[src/tape_port_pkg.sv]
// Shared constants for the tape controller host port
package tape_port_pkg;
  localparam logic [9:0] BASE_DEFAULT = 10'h200;
  localparam logic [2:0] OFS_DATA = 3'h0;
  localparam logic [2:0] OFS_CTRL_STAT = 3'h1;
  localparam logic [2:0] OFS_DMA_LAUNCH = 3'h2;
  localparam logic [2:0] OFS_DMA_INIT = 3'h3;
  localparam int CPU_RESET_BIT_POS = 7;
  localparam int REQ_BIT_POS = 6;
  localparam int IRQ_EN_POS = 5;
  localparam int DONE_IRQ_EN_POS = 4;
  localparam int ST_INT_PENDING_FLAG_POS = 7;
  localparam int ST_READY_POS = 6;
  localparam int ST_EXC_POS = 5;
  localparam int ST_DONE_POS = 4;
  localparam int ST_DIR_POS = 3;
  localparam logic [7:0] CTRL_RESET = 8'h00;
  localparam logic [7:0] CMD_SELECT = 8'h01;
  localparam logic [7:0] CMD_SELECT_LOCK = 8'h11;
  localparam logic [7:0] CMD_BOT = 8'h21;
  localparam logic [7:0] CMD_ERASE = 8'h22;
  localparam logic [7:0] CMD_RETENSION = 8'h24;
  localparam logic [7:0] CMD_WRITE = 8'h40;
  localparam logic [7:0] CMD_FILEMARK_WRITE = 8'h60;
  localparam logic [7:0] CMD_READ = 8'h80;
  localparam logic [7:0] CMD_FILEMARK_SEEK = 8'ha0;
  localparam real CPU_RESET_HOLD_US = 25.0;
  localparam real CLOCK_MHZ = 250.0;
  localparam int CPU_RESET_HOLD_CYC = int'(CPU_RESET_HOLD_US * CLOCK_MHZ) + 1;
  localparam logic [7:0] AHB_OFS_CMD = 8'h00;
  localparam logic [7:0] AHB_OFS_STATUS = 8'h04;
  localparam logic [7:0] AHB_OFS_DATA = 8'h08;
  localparam logic [7:0] AHB_OFS_CTRL = 8'h0c;
  localparam logic [1:0] HTRANS_NONSEQ = 2'b10;
  typedef enum logic [1:0] {OP_READ, OP_WRITE} op_type;
endpackage : tape_port_pkg

[src/tape_bus_if.sv]
// Expansion-bus I/O window between the host side and the tape port
interface tape_bus_if;
  logic [9:0] io_addr;
  logic io_wr;
  logic io_rd;
  logic [7:0] io_wdata;
  logic [7:0] io_rdata;
  logic bus_power_on_reset;
  logic irq_out;
  logic irq_oe;
  modport device (input io_addr, io_wr, io_rd, io_wdata, bus_power_on_reset,
    output io_rdata, irq_out, irq_oe);
  modport host (output io_addr, io_wr, io_rd, io_wdata, bus_power_on_reset,
    input io_rdata, irq_out, irq_oe);
endinterface : tape_bus_if

[src/tape_ctrl_host_port.sv]
// Device end: I/O window decode, control and status registers, DMA strobes, command decode
//
// Register access over AHB-Lite was left to the implementer.
module tape_ctrl_host_port
  import tape_port_pkg::*;
#(
  parameter logic [9:0] BASE = BASE_DEFAULT
) (
  input wire logic clock,
  input wire logic arst_n,
  tape_bus_if.device bus,
  input wire logic chip_ready,
  input wire logic chip_exception,
  input wire logic chip_direction,
  input wire logic [7:0] chip_rdata,
  input wire logic dma_block_done,
  input wire logic early_warning,
  input wire logic filemark_seen,
  output logic cpu_reset,
  output logic cmd_request,
  output logic [7:0] cmd_byte_ff,
  output logic cmd_strobe_ff,
  output logic dma_launch_strobe,
  output logic dma_init_strobe,
  output logic dma_active_ff,
  output logic drive_selected_ff,
  output logic cartridge_locked_ff,
  output logic wind_bot_ff,
  output logic retension_ff,
  output logic erase_ff,
  output logic writing_ff,
  output logic reading_ff,
  output logic end_of_media_ff,
  output logic at_bot_pending_ff
);
  logic [7:0] ctrl_ff;
  logic done_ff;
  logic [7:0] rdata_ff;
  logic exc_ev_ff;
  logic sel_hit;
  logic wr_data, wr_ctrl, rd_data, rd_stat;
  logic init_all;
  logic int_pending_flag;
  logic [7:0] status;

  function automatic logic hit(input logic [9:0] a, input logic [2:0] ofs);
    return (a[9:3] == BASE[9:3]) && (a[2:0] == ofs);
  endfunction : hit

  assign wr_data = bus.io_wr && hit(bus.io_addr, OFS_DATA);
  assign wr_ctrl = bus.io_wr && hit(bus.io_addr, OFS_CTRL_STAT);
  assign rd_data = bus.io_rd && hit(bus.io_addr, OFS_DATA);
  assign rd_stat = bus.io_rd && hit(bus.io_addr, OFS_CTRL_STAT);
  assign dma_launch_strobe = bus.io_wr && hit(bus.io_addr, OFS_DMA_LAUNCH);
  assign dma_init_strobe = bus.io_wr && hit(bus.io_addr, OFS_DMA_INIT);
  assign init_all = dma_init_strobe || bus.bus_power_on_reset;

  always_ff @(posedge clock or negedge arst_n) begin
    if (!arst_n) begin
      ctrl_ff <= CTRL_RESET;
    end else if (init_all) begin
      ctrl_ff <= CTRL_RESET;
    end else if (wr_ctrl) begin
      ctrl_ff <= {bus.io_wdata[7:4], 4'h0};
    end
  end

  assign cpu_reset = ctrl_ff[CPU_RESET_BIT_POS];
  assign cmd_request = ctrl_ff[REQ_BIT_POS];

  always_ff @(posedge clock or negedge arst_n) begin
    if (!arst_n) begin
      done_ff <= 1'b1;
      dma_active_ff <= 1'b0;
    end else if (init_all) begin
      done_ff <= 1'b1;
      dma_active_ff <= 1'b0;
    end else if (dma_launch_strobe) begin
      done_ff <= 1'b0;
      dma_active_ff <= 1'b1;
    end else if (dma_block_done) begin
      done_ff <= 1'b1;
      dma_active_ff <= 1'b0;
    end
  end

  assign int_pending_flag = chip_ready || chip_exception || exc_ev_ff ||
    (done_ff && ctrl_ff[DONE_IRQ_EN_POS]);
  // done gating is in the flag; mask and release the line
  assign bus.irq_out = ctrl_ff[IRQ_EN_POS] && int_pending_flag;
  assign bus.irq_oe = ctrl_ff[IRQ_EN_POS];

  always_comb begin
    status = 8'h00;
    status[ST_INT_PENDING_FLAG_POS] = int_pending_flag;
    status[ST_READY_POS] = chip_ready;
    status[ST_EXC_POS] = chip_exception || exc_ev_ff;
    status[ST_DONE_POS] = done_ff;
    status[ST_DIR_POS] = chip_direction;
  end

  always_ff @(posedge clock or negedge arst_n) begin
    if (!arst_n) begin
      rdata_ff <= 8'h00;
    end else if (rd_stat) begin
      rdata_ff <= status;
    end else if (rd_data) begin
      // controller byte only when direction is toward host
      rdata_ff <= chip_direction ? chip_rdata : 8'h00;
    end
  end
  assign bus.io_rdata = rdata_ff;

  always_ff @(posedge clock or negedge arst_n) begin
    if (!arst_n) begin
      cmd_byte_ff <= 8'h00;
      cmd_strobe_ff <= 1'b0;
    end else begin
      // latch command when bus points at the controller
      cmd_strobe_ff <= wr_data && !chip_direction;
      if (wr_data && !chip_direction) begin
        cmd_byte_ff <= bus.io_wdata;
      end
    end
  end

  // Command execution state; the drive reset also clears it, except at_bot_pending_ff, which it sets
  always_ff @(posedge clock or negedge arst_n) begin
    if (!arst_n) begin
      drive_selected_ff <= 1'b0;
      cartridge_locked_ff <= 1'b0;
      wind_bot_ff <= 1'b0;
      retension_ff <= 1'b0;
      erase_ff <= 1'b0;
      writing_ff <= 1'b0;
      reading_ff <= 1'b0;
      end_of_media_ff <= 1'b0;
      exc_ev_ff <= 1'b0;
      at_bot_pending_ff <= 1'b1;
    end else if (cpu_reset) begin
      drive_selected_ff <= 1'b0;
      cartridge_locked_ff <= 1'b0;
      wind_bot_ff <= 1'b0;
      retension_ff <= 1'b0;
      erase_ff <= 1'b0;
      writing_ff <= 1'b0;
      reading_ff <= 1'b0;
      end_of_media_ff <= 1'b0;
      exc_ev_ff <= 1'b0;
      at_bot_pending_ff <= 1'b1;
    end else begin
      wind_bot_ff <= 1'b0;
      retension_ff <= 1'b0;
      erase_ff <= 1'b0;
      if (rd_stat) begin
        exc_ev_ff <= 1'b0;
      end
      if (writing_ff && early_warning) begin
        writing_ff <= 1'b0;
        end_of_media_ff <= 1'b1;
        exc_ev_ff <= 1'b1;
      end
      if (reading_ff && filemark_seen) begin
        reading_ff <= 1'b0;
        exc_ev_ff <= 1'b1;
      end
      if (cmd_strobe_ff) begin
        case (cmd_byte_ff)
          CMD_SELECT: begin
            drive_selected_ff <= 1'b1;
            cartridge_locked_ff <= 1'b0;
          end
          CMD_SELECT_LOCK: begin
            drive_selected_ff <= 1'b1;
            cartridge_locked_ff <= 1'b1;
          end
          CMD_BOT: wind_bot_ff <= drive_selected_ff;
          CMD_RETENSION: retension_ff <= drive_selected_ff;
          CMD_ERASE: begin
            erase_ff <= drive_selected_ff;
            at_bot_pending_ff <= 1'b1;
          end
          CMD_WRITE: begin
            writing_ff <= 1'b1;
            reading_ff <= 1'b0;
            end_of_media_ff <= 1'b0;
            at_bot_pending_ff <= 1'b0;
          end
          CMD_FILEMARK_WRITE: begin
            if (chip_ready) begin
              writing_ff <= 1'b0;
            end
          end
          CMD_READ: begin
            reading_ff <= 1'b1;
            writing_ff <= 1'b0;
            at_bot_pending_ff <= 1'b0;
          end
          CMD_FILEMARK_SEEK: begin
            if (chip_ready) begin
              reading_ff <= 1'b0;
            end
          end
          default: begin
          end
        endcase
      end
    end
  end
endmodule : tape_ctrl_host_port

[src/flat_wrapper.sv]
// flat-port wrapper written by rule: the top's interface ports become plain ports
module tape_ctrl_host_port_flat import tape_port_pkg::*;
#(
  parameter logic [9:0] BASE = BASE_DEFAULT
)
  (clock, arst_n, chip_ready, chip_exception, chip_direction, chip_rdata, dma_block_done, early_warning, filemark_seen, cpu_reset, cmd_request, cmd_byte_ff, cmd_strobe_ff, dma_launch_strobe, dma_init_strobe, dma_active_ff, drive_selected_ff, cartridge_locked_ff, wind_bot_ff, retension_ff, erase_ff, writing_ff, reading_ff, end_of_media_ff, at_bot_pending_ff, bus_io_addr, bus_io_wr, bus_io_rd, bus_io_wdata, bus_bus_power_on_reset, bus_io_rdata, bus_irq_out, bus_irq_oe);
  tape_bus_if bus_i ();
  input wire logic clock;
  input wire logic arst_n;
  input wire logic chip_ready;
  input wire logic chip_exception;
  input wire logic chip_direction;
  input wire logic [7:0] chip_rdata;
  input wire logic dma_block_done;
  input wire logic early_warning;
  input wire logic filemark_seen;
  output logic cpu_reset;
  output logic cmd_request;
  output logic [7:0] cmd_byte_ff;
  output logic cmd_strobe_ff;
  output logic dma_launch_strobe;
  output logic dma_init_strobe;
  output logic dma_active_ff;
  output logic drive_selected_ff;
  output logic cartridge_locked_ff;
  output logic wind_bot_ff;
  output logic retension_ff;
  output logic erase_ff;
  output logic writing_ff;
  output logic reading_ff;
  output logic end_of_media_ff;
  output logic at_bot_pending_ff;
  input wire logic [$bits(bus_i.io_addr)-1:0] bus_io_addr;
  input wire logic [$bits(bus_i.io_wr)-1:0] bus_io_wr;
  input wire logic [$bits(bus_i.io_rd)-1:0] bus_io_rd;
  input wire logic [$bits(bus_i.io_wdata)-1:0] bus_io_wdata;
  input wire logic [$bits(bus_i.bus_power_on_reset)-1:0] bus_bus_power_on_reset;
  output wire logic [$bits(bus_i.io_rdata)-1:0] bus_io_rdata;
  output wire logic [$bits(bus_i.irq_out)-1:0] bus_irq_out;
  output wire logic [$bits(bus_i.irq_oe)-1:0] bus_irq_oe;
  assign bus_i.io_addr = bus_io_addr;
  assign bus_i.io_wr = bus_io_wr;
  assign bus_i.io_rd = bus_io_rd;
  assign bus_i.io_wdata = bus_io_wdata;
  assign bus_i.bus_power_on_reset = bus_bus_power_on_reset;
  assign bus_io_rdata = bus_i.io_rdata;
  assign bus_irq_out = bus_i.irq_out;
  assign bus_irq_oe = bus_i.irq_oe;
  tape_ctrl_host_port #(.BASE(BASE)) u_core (.clock(clock), .arst_n(arst_n), .bus(bus_i), .chip_ready(chip_ready), .chip_exception(chip_exception), .chip_direction(chip_direction), .chip_rdata(chip_rdata), .dma_block_done(dma_block_done), .early_warning(early_warning), .filemark_seen(filemark_seen), .cpu_reset(cpu_reset), .cmd_request(cmd_request), .cmd_byte_ff(cmd_byte_ff), .cmd_strobe_ff(cmd_strobe_ff), .dma_launch_strobe(dma_launch_strobe), .dma_init_strobe(dma_init_strobe), .dma_active_ff(dma_active_ff), .drive_selected_ff(drive_selected_ff), .cartridge_locked_ff(cartridge_locked_ff), .wind_bot_ff(wind_bot_ff), .retension_ff(retension_ff), .erase_ff(erase_ff), .writing_ff(writing_ff), .reading_ff(reading_ff), .end_of_media_ff(end_of_media_ff), .at_bot_pending_ff(at_bot_pending_ff));
endmodule
[config.mk]
export PLATFORM = sky130hd
export DESIGN_NAME = tape_ctrl_host_port_flat
export DESIGN_NICKNAME = d
export VERILOG_FILES = /design/src/tape_port_pkg.sv /design/src/tape_bus_if.sv /design/src/tape_ctrl_host_port.sv /design/src/flat_wrapper.sv
export SDC_FILE = /design/constraint.sdc
export NUM_CORES = 1
export LEC_CHECK = 0
export ABC_CLOCK_PERIOD_IN_PS = 2000
export BUFFER_PORTS_ARGS = -buffer_cell sky130_fd_sc_hd__clkbuf_2
export CAP_MARGIN = 20
export CORE_ASPECT_RATIO = 1.1
export CORE_MARGIN = 5
export CORE_UTILIZATION = 47
export DETAILED_ROUTE_END_ITERATION = 10
export HOLD_SLACK_MARGIN = 0.15
export PLACE_DENSITY = 0.78
export SLEW_MARGIN = 10
export SYNTH_ARGS = -nofsm -noshare
export SYNTH_HDL_FRONTEND = slang
export SYNTH_SLANG_ARGS = --single-unit
export TNS_END_PERCENT = 30
[constraint.sdc]
create_clock -name clock -period 2 [get_ports clock]
set_input_delay 0.5 -clock clock [delete_from_list [all_inputs] [get_ports clock]]
set_output_delay 0.5 -clock clock [all_outputs]
set_load 0.1 [all_outputs]
== Yosys cells after proc, flatten, opt, wreduce, memory -nomap -nowiden ==
Index checks and enable logic that the tools add are counted.
Storage, ports and cells
  input bits: 37
  flip-flop bits (word level): 37
Operators by class
  reductions and logical operators: 35
  equality and inequality tests: 13
  multiplexer cells: 47
Operators with widths (number)
  8-bit two-way mux: 5
  1-bit two-way mux: 38
  8-bit by 6-bit == test with 1-bit output, second input constant: 3
  8-bit by 7-bit == test with 1-bit output, second input constant: 2
  8-bit == test, second input constant: 2
  1-bit logical AND: 15
  3-bit nonzero test: 3
  8-bit by 1-bit == test with 1-bit output, second input constant: 1
  8-bit by 5-bit == test with 1-bit output, second input constant: 1
  2-bit nonzero test: 4
  7-bit == test, second input constant: 1
  3-bit by 2-bit == test with 1-bit output, second input constant: 2
  1-bit case mux with 3 select lines: 2
  2-bit AND reduction: 3
  1-bit logical OR: 5
  1-bit case mux with 2 select lines: 2
  4-bit nonzero test: 1
  2-bit OR reduction: 2
  3-bit by 1-bit == test with 1-bit output, second input constant: 1
  3-bit zero test: 1
  1-bit zero test: 1

== Logic depth before layout (Yosys ltp) ==
  word-level depth: 7
  gate-level depth with buffers: 5
  depth with buffers taken out: 4

== Worst setup path after synthesis ==
No wires, ideal clock.
  kind: input to output
  from: input port bus_io_addr[2]
  to: output port dma_init_strobe
  arrival time: 2409 ps
  buffers on the path: 0
  required time: 1500 ps
  stages: 4
  setup slack: -909 ps
  path through: nor4b_4 -> and2_2 -> nand3_1 -> nor2_1
On the way
  word-level cells in the longest chain between the ends: 3
RTL lines
  start: declaration: RTL line flat_wrapper.sv:33  | input wire logic [$bits(bus_i.io_addr)-1:0] bus_io_addr;
  3-bit by 2-bit == test with 1-bit output: RTL line tape_ctrl_host_port.sv:47  | return (a[9:3] == BASE[9:3]) && (a[2:0] == ofs);
  1-bit logical AND: RTL line tape_ctrl_host_port.sv:47
  1-bit logical AND: RTL line tape_ctrl_host_port.sv:55  | assign dma_init_strobe = bus.io_wr && hit(bus.io_addr, OFS_DMA_INIT);
  end: declaration: RTL line flat_wrapper.sv:22  | output logic dma_init_strobe;
Every way passes these cells.

== Worst setup path after layout ==
  from: input port bus_io_addr[2]
  to: output port dma_launch_strobe
On the way
  word-level cells in the longest chain between the ends: 3
RTL lines
  3-bit by 2-bit == test with 1-bit output: RTL line tape_ctrl_host_port.sv:47
  1-bit logical AND: RTL line tape_ctrl_host_port.sv:47
  1-bit logical AND: RTL line tape_ctrl_host_port.sv:54  | assign dma_launch_strobe = bus.io_wr && hit(bus.io_addr, OFS_DMA_LAUNCH);
  end: declaration: RTL line flat_wrapper.sv:21  | output logic dma_launch_strobe;
Every way passes these cells.

==> impl_results.md <==
- Port bufs: 69
- Number of instances in the synthesized netlist: 144
- Number of placement rows: 22
- Reg2reg start: u_core.cmd_byte_ff[1]
- Number of global-route vias before repair: between 1000 and 1500
- Critical path buffer and inverter count: 2
- Number of design rule violations left after detail routing: 0
- Cell depth of the worst setup path: 6
- DR pass1 iterations: 4
- Class of the tightest hold or removal check: in2async
- Status: complete, no violations
- Pin count of the biggest net entering global routing: 34
- Synth top area share: 0.485
- Instance count after placement with tap cells included: roughly 250
- FFs w/ async S/R, synth: 1.00
- Timing startpoint of the critical path: bus_io_addr[2]
- Area taken by flip-flops and latches: 828 sq um
- Biggest cell delay along the critical path: approximately 0.28 ns
- Critical path capture point type: output port
- Critical register-to-register path endpoint: u_core.writing_ff
- Actual transition at the worst max-transition pin: between 0.5 and 0.6 ns
- Final Core Density: 0.666
- Power per cell area: 532 nW/um^2
- Antenna fix cells: 0
- CP Data Required Time: 1.50 ns
- Series of cell instances along the critical path: clkbuf_2 > nor4b_4 > and2_4 > nand3_4 > nor2_4 > buf_12
- Fraction of layout cells with a size suffix above 1: 0.489
- Maximum fanout along the worst path: 2
- Shortest clock period the worst path allows after layout: slightly below 2 ns
- #FFs+latches synth: 33
- Data arrival time at the worst-slack endpoint: between 1 and 1.5 ns
- Biggest area consumer among synthesized cells: sky130_fd_sc_hd__dfrtp_1
- TritonCTS clock tree: yes
- Leading post-synthesis cells by cell area: sky130_fd_sc_hd__dfrtp_1, sky130_fd_sc_hd__mux2_2, sky130_fd_sc_hd__nand2_1
- Mean Syn Cell Area: ~11 sq um
- Count of endpoints failing hold in the final timing report: 0
- X dimension of the die: 65.6 um
- Start-to-end type of the worst setup path: in2out
- Maximum buffer depth of the clock tree: 2
- Die Area: between 4000 and 5000 sq um
- Total routing usage reported by global routing: 0.181
- Max-capacitance violation count: 0
- Vias after detailed routing: between 1000 and 1500
- Net count of the finished layout: around 260
- Register-to-register path setup slack: about 0.35 ns
- Destination of the critical timing path: dma_launch_strobe
- Starting DRC count in detailed routing: 45
- Total clock buffers created by CTS: 5
- Clock root buffer: sky130_fd_sc_hd__clkbuf_4
- CTS HTree Levels: 2
- Number of warning messages in the yosys log: 0
- Element type at the critical path start: input pin
- Mapped Area: 1600 sq um
- Routed WL: roughly 4000 um
- Clock-pin slew reported for the worst setup and hold paths after clock tree synthesis: roughly 0.10 ns
- Worst Setup Slack, final: roughly 0.043 ns
- Fmax: between 500 and 600 MHz
- Number of antenna violations at the first check in global routing: 0
- Setup repair after global routing missed its margin: true
- Wire length per cell after detailed routing: ~15 um
- Final count of pins violating max slew: 0
- Area of the core: 3300 sq um
- Largest delay share family, worst path: simple AND/OR/NAND/NOR gates
- Area growth, synth to finish: 37.6%
- Final antenna-violating net count: 0
- Most instantiated flip-flop cell in the synthesis netlist: sky130_fd_sc_hd__dfrtp_1
- Area of combinational cells with multiple inputs: between 700 and 800 sq um
- Leakage power summed over all cells: 1.12 nW
- CP max stage cell: sky130_fd_sc_hd__nor4b_4
- Initial Utilization: 0.484
- Netlist cell types: between 40 and 50
- Depth of the worst register-to-register path: 4
- Maximum vdd drop: 496 uV
- Most common cell after layout, fill and taps aside: sky130_fd_sc_hd__clkbuf_2
- Worst relative slew slack: 0.634
- Net count after synthesis: about 180
- IO Count: 70
- Sequential-to-total area share from yosys stat: 0.518
- Via density: 5.44
- Crit share post-route: 0.979
- Leading cell types in the layout, fill and taps excluded: sky130_fd_sc_hd__clkbuf_2, sky130_fd_sc_hd__dfrtp_1, sky130_fd_sc_hd__nand2_1
- Layout Cells excl Fill: between 200 and 300
- Sum of overflow across all layers after global routing: 0
- Insertion delay of the later-clocked pin in the worst-skew pair: approximately 0.33 ns
- Die Span Y: between 70 and 80 um
- Sink Count: 33
- Detail Placement HPWL: 3080 um
- Worst clock skew: between 0.008 and 0.009 ns
- EDFF count, synth: 0
- Fill count: around 280
- Global placement routability congestion: 0.769
- Worst slack at placement: about 0.018 ns
- Final setup violating endpoints: 0
- First-pass GRT wire length: around 6400 um
synth_stat cells (3+ instances only):
cell type and number:
sky130_fd_sc_hd__a21oi_1 10, sky130_fd_sc_hd__nor3_1 4, sky130_fd_sc_hd__inv_1 6, sky130_fd_sc_hd__mux2_2 8, sky130_fd_sc_hd__nor2b_1 5, sky130_fd_sc_hd__nand2_1 17, sky130_fd_sc_hd__or3b_1 4, sky130_fd_sc_hd__clkbuf_1 3
sky130_fd_sc_hd__nor2_1 7, sky130_fd_sc_hd__o21ai_0 11, sky130_fd_sc_hd__dfrtp_1 31
worst min path at each step:
stage | start | to | slack [ns] | depth (start not counted)
after global placement | u_core.bus.io_rdata[5] | u_core.bus.io_rdata[5] | 0.46 | 1
after global routing | arst_n | u_core.drive_selected_ff | 0.19 | 2
after detailed placement | u_core.bus.io_rdata[5] | u_core.bus.io_rdata[5] | 0.47 | 1
final | arst_n | u_core.drive_selected_ff | 0.18 | 2
after CTS | arst_n | u_core.drive_selected_ff | 0.17 | 2
after floorplan | arst_n | u_core.bus.io_rdata[0] | 0.20 | 0
stage by stage:
| stage | hold WS, ns | total power, W | cell area, sq um | setup TNS [ns] |
|---|---|---|---|---|
| after floorplan | 0.204 | 0.000756 | 1640 | -0.387 |
| after global placement | 0.463 | 0.000832 | 2120 | 0 |
| after detailed placement | 0.468 | 0.000834 | 2120 | 0 |
| after CTS | 0.173 | 0.00119 | 2190 | 0 |
| after global routing | 0.193 | 0.00123 | 2200 | -0.0528 |
| final | 0.177 | 0.00117 | 2200 | 0 |
cell type report:
type / instances / share of cell area
Clock buffer: 6 / 0.0188
Timing Repair Buffer: 79 / 0.212
Inverter: 6 / 0.0102
Tap cell: 36 / 0.0205
Multi-Input combinational cell: 101 / 0.358
Clock inverter: 2 / 0.00455
Sequential cell: 33 / 0.377
what timing repair did:
action,in CTS,in global routing
setup endpoints to repair,1,3
hold buffers,0,0
resized for setup,2,1
endpoints found under the hold margin,0,0
setup buffers,1,0
pin swaps,0,4
report_power, final:
part           switching (W)  internal, W  leakage, nW
registers         0.00000750     0.000674        0.452
clock network       0.000213     0.000134       0.0320
logic              0.0000930    0.0000498        0.639
worst register-to-register path, stage by stage, from the launching register on:
cell and delay (ns):
sky130_fd_sc_hd__dfrtp_1 0.48, sky130_fd_sc_hd__nor4b_4 0.40, sky130_fd_sc_hd__nand2_1 0.16, sky130_fd_sc_hd__nor4b_2 0.33
sky130_fd_sc_hd__o221a_1 0.22
cells by family (layout without fill, tap and decap cells):
kind of cell	Yosys count	after routing	share of synthesized area
AOI/OAI and AO/OA	33	33	0.129
buffers and inverters	10	93	0.0243
and+or+nand+nor	57	57	0.254
DFF	33	33	0.518
muxes	10	10	0.0696
xor gates and xnor gates	1	1	0.00548
layer usage:
metal / vias to the layer above / GRT usage / routed length, um
met5: - / 0 / 0
met4: 0 / 0.0622 / 36
met3: 2 / 0.0571 / 232
met2: 53 / 0.290 / 2050
met1: 676 / 0.229 / 1660
li1: 699 / - / -
(Power assumes the default switching activity.)
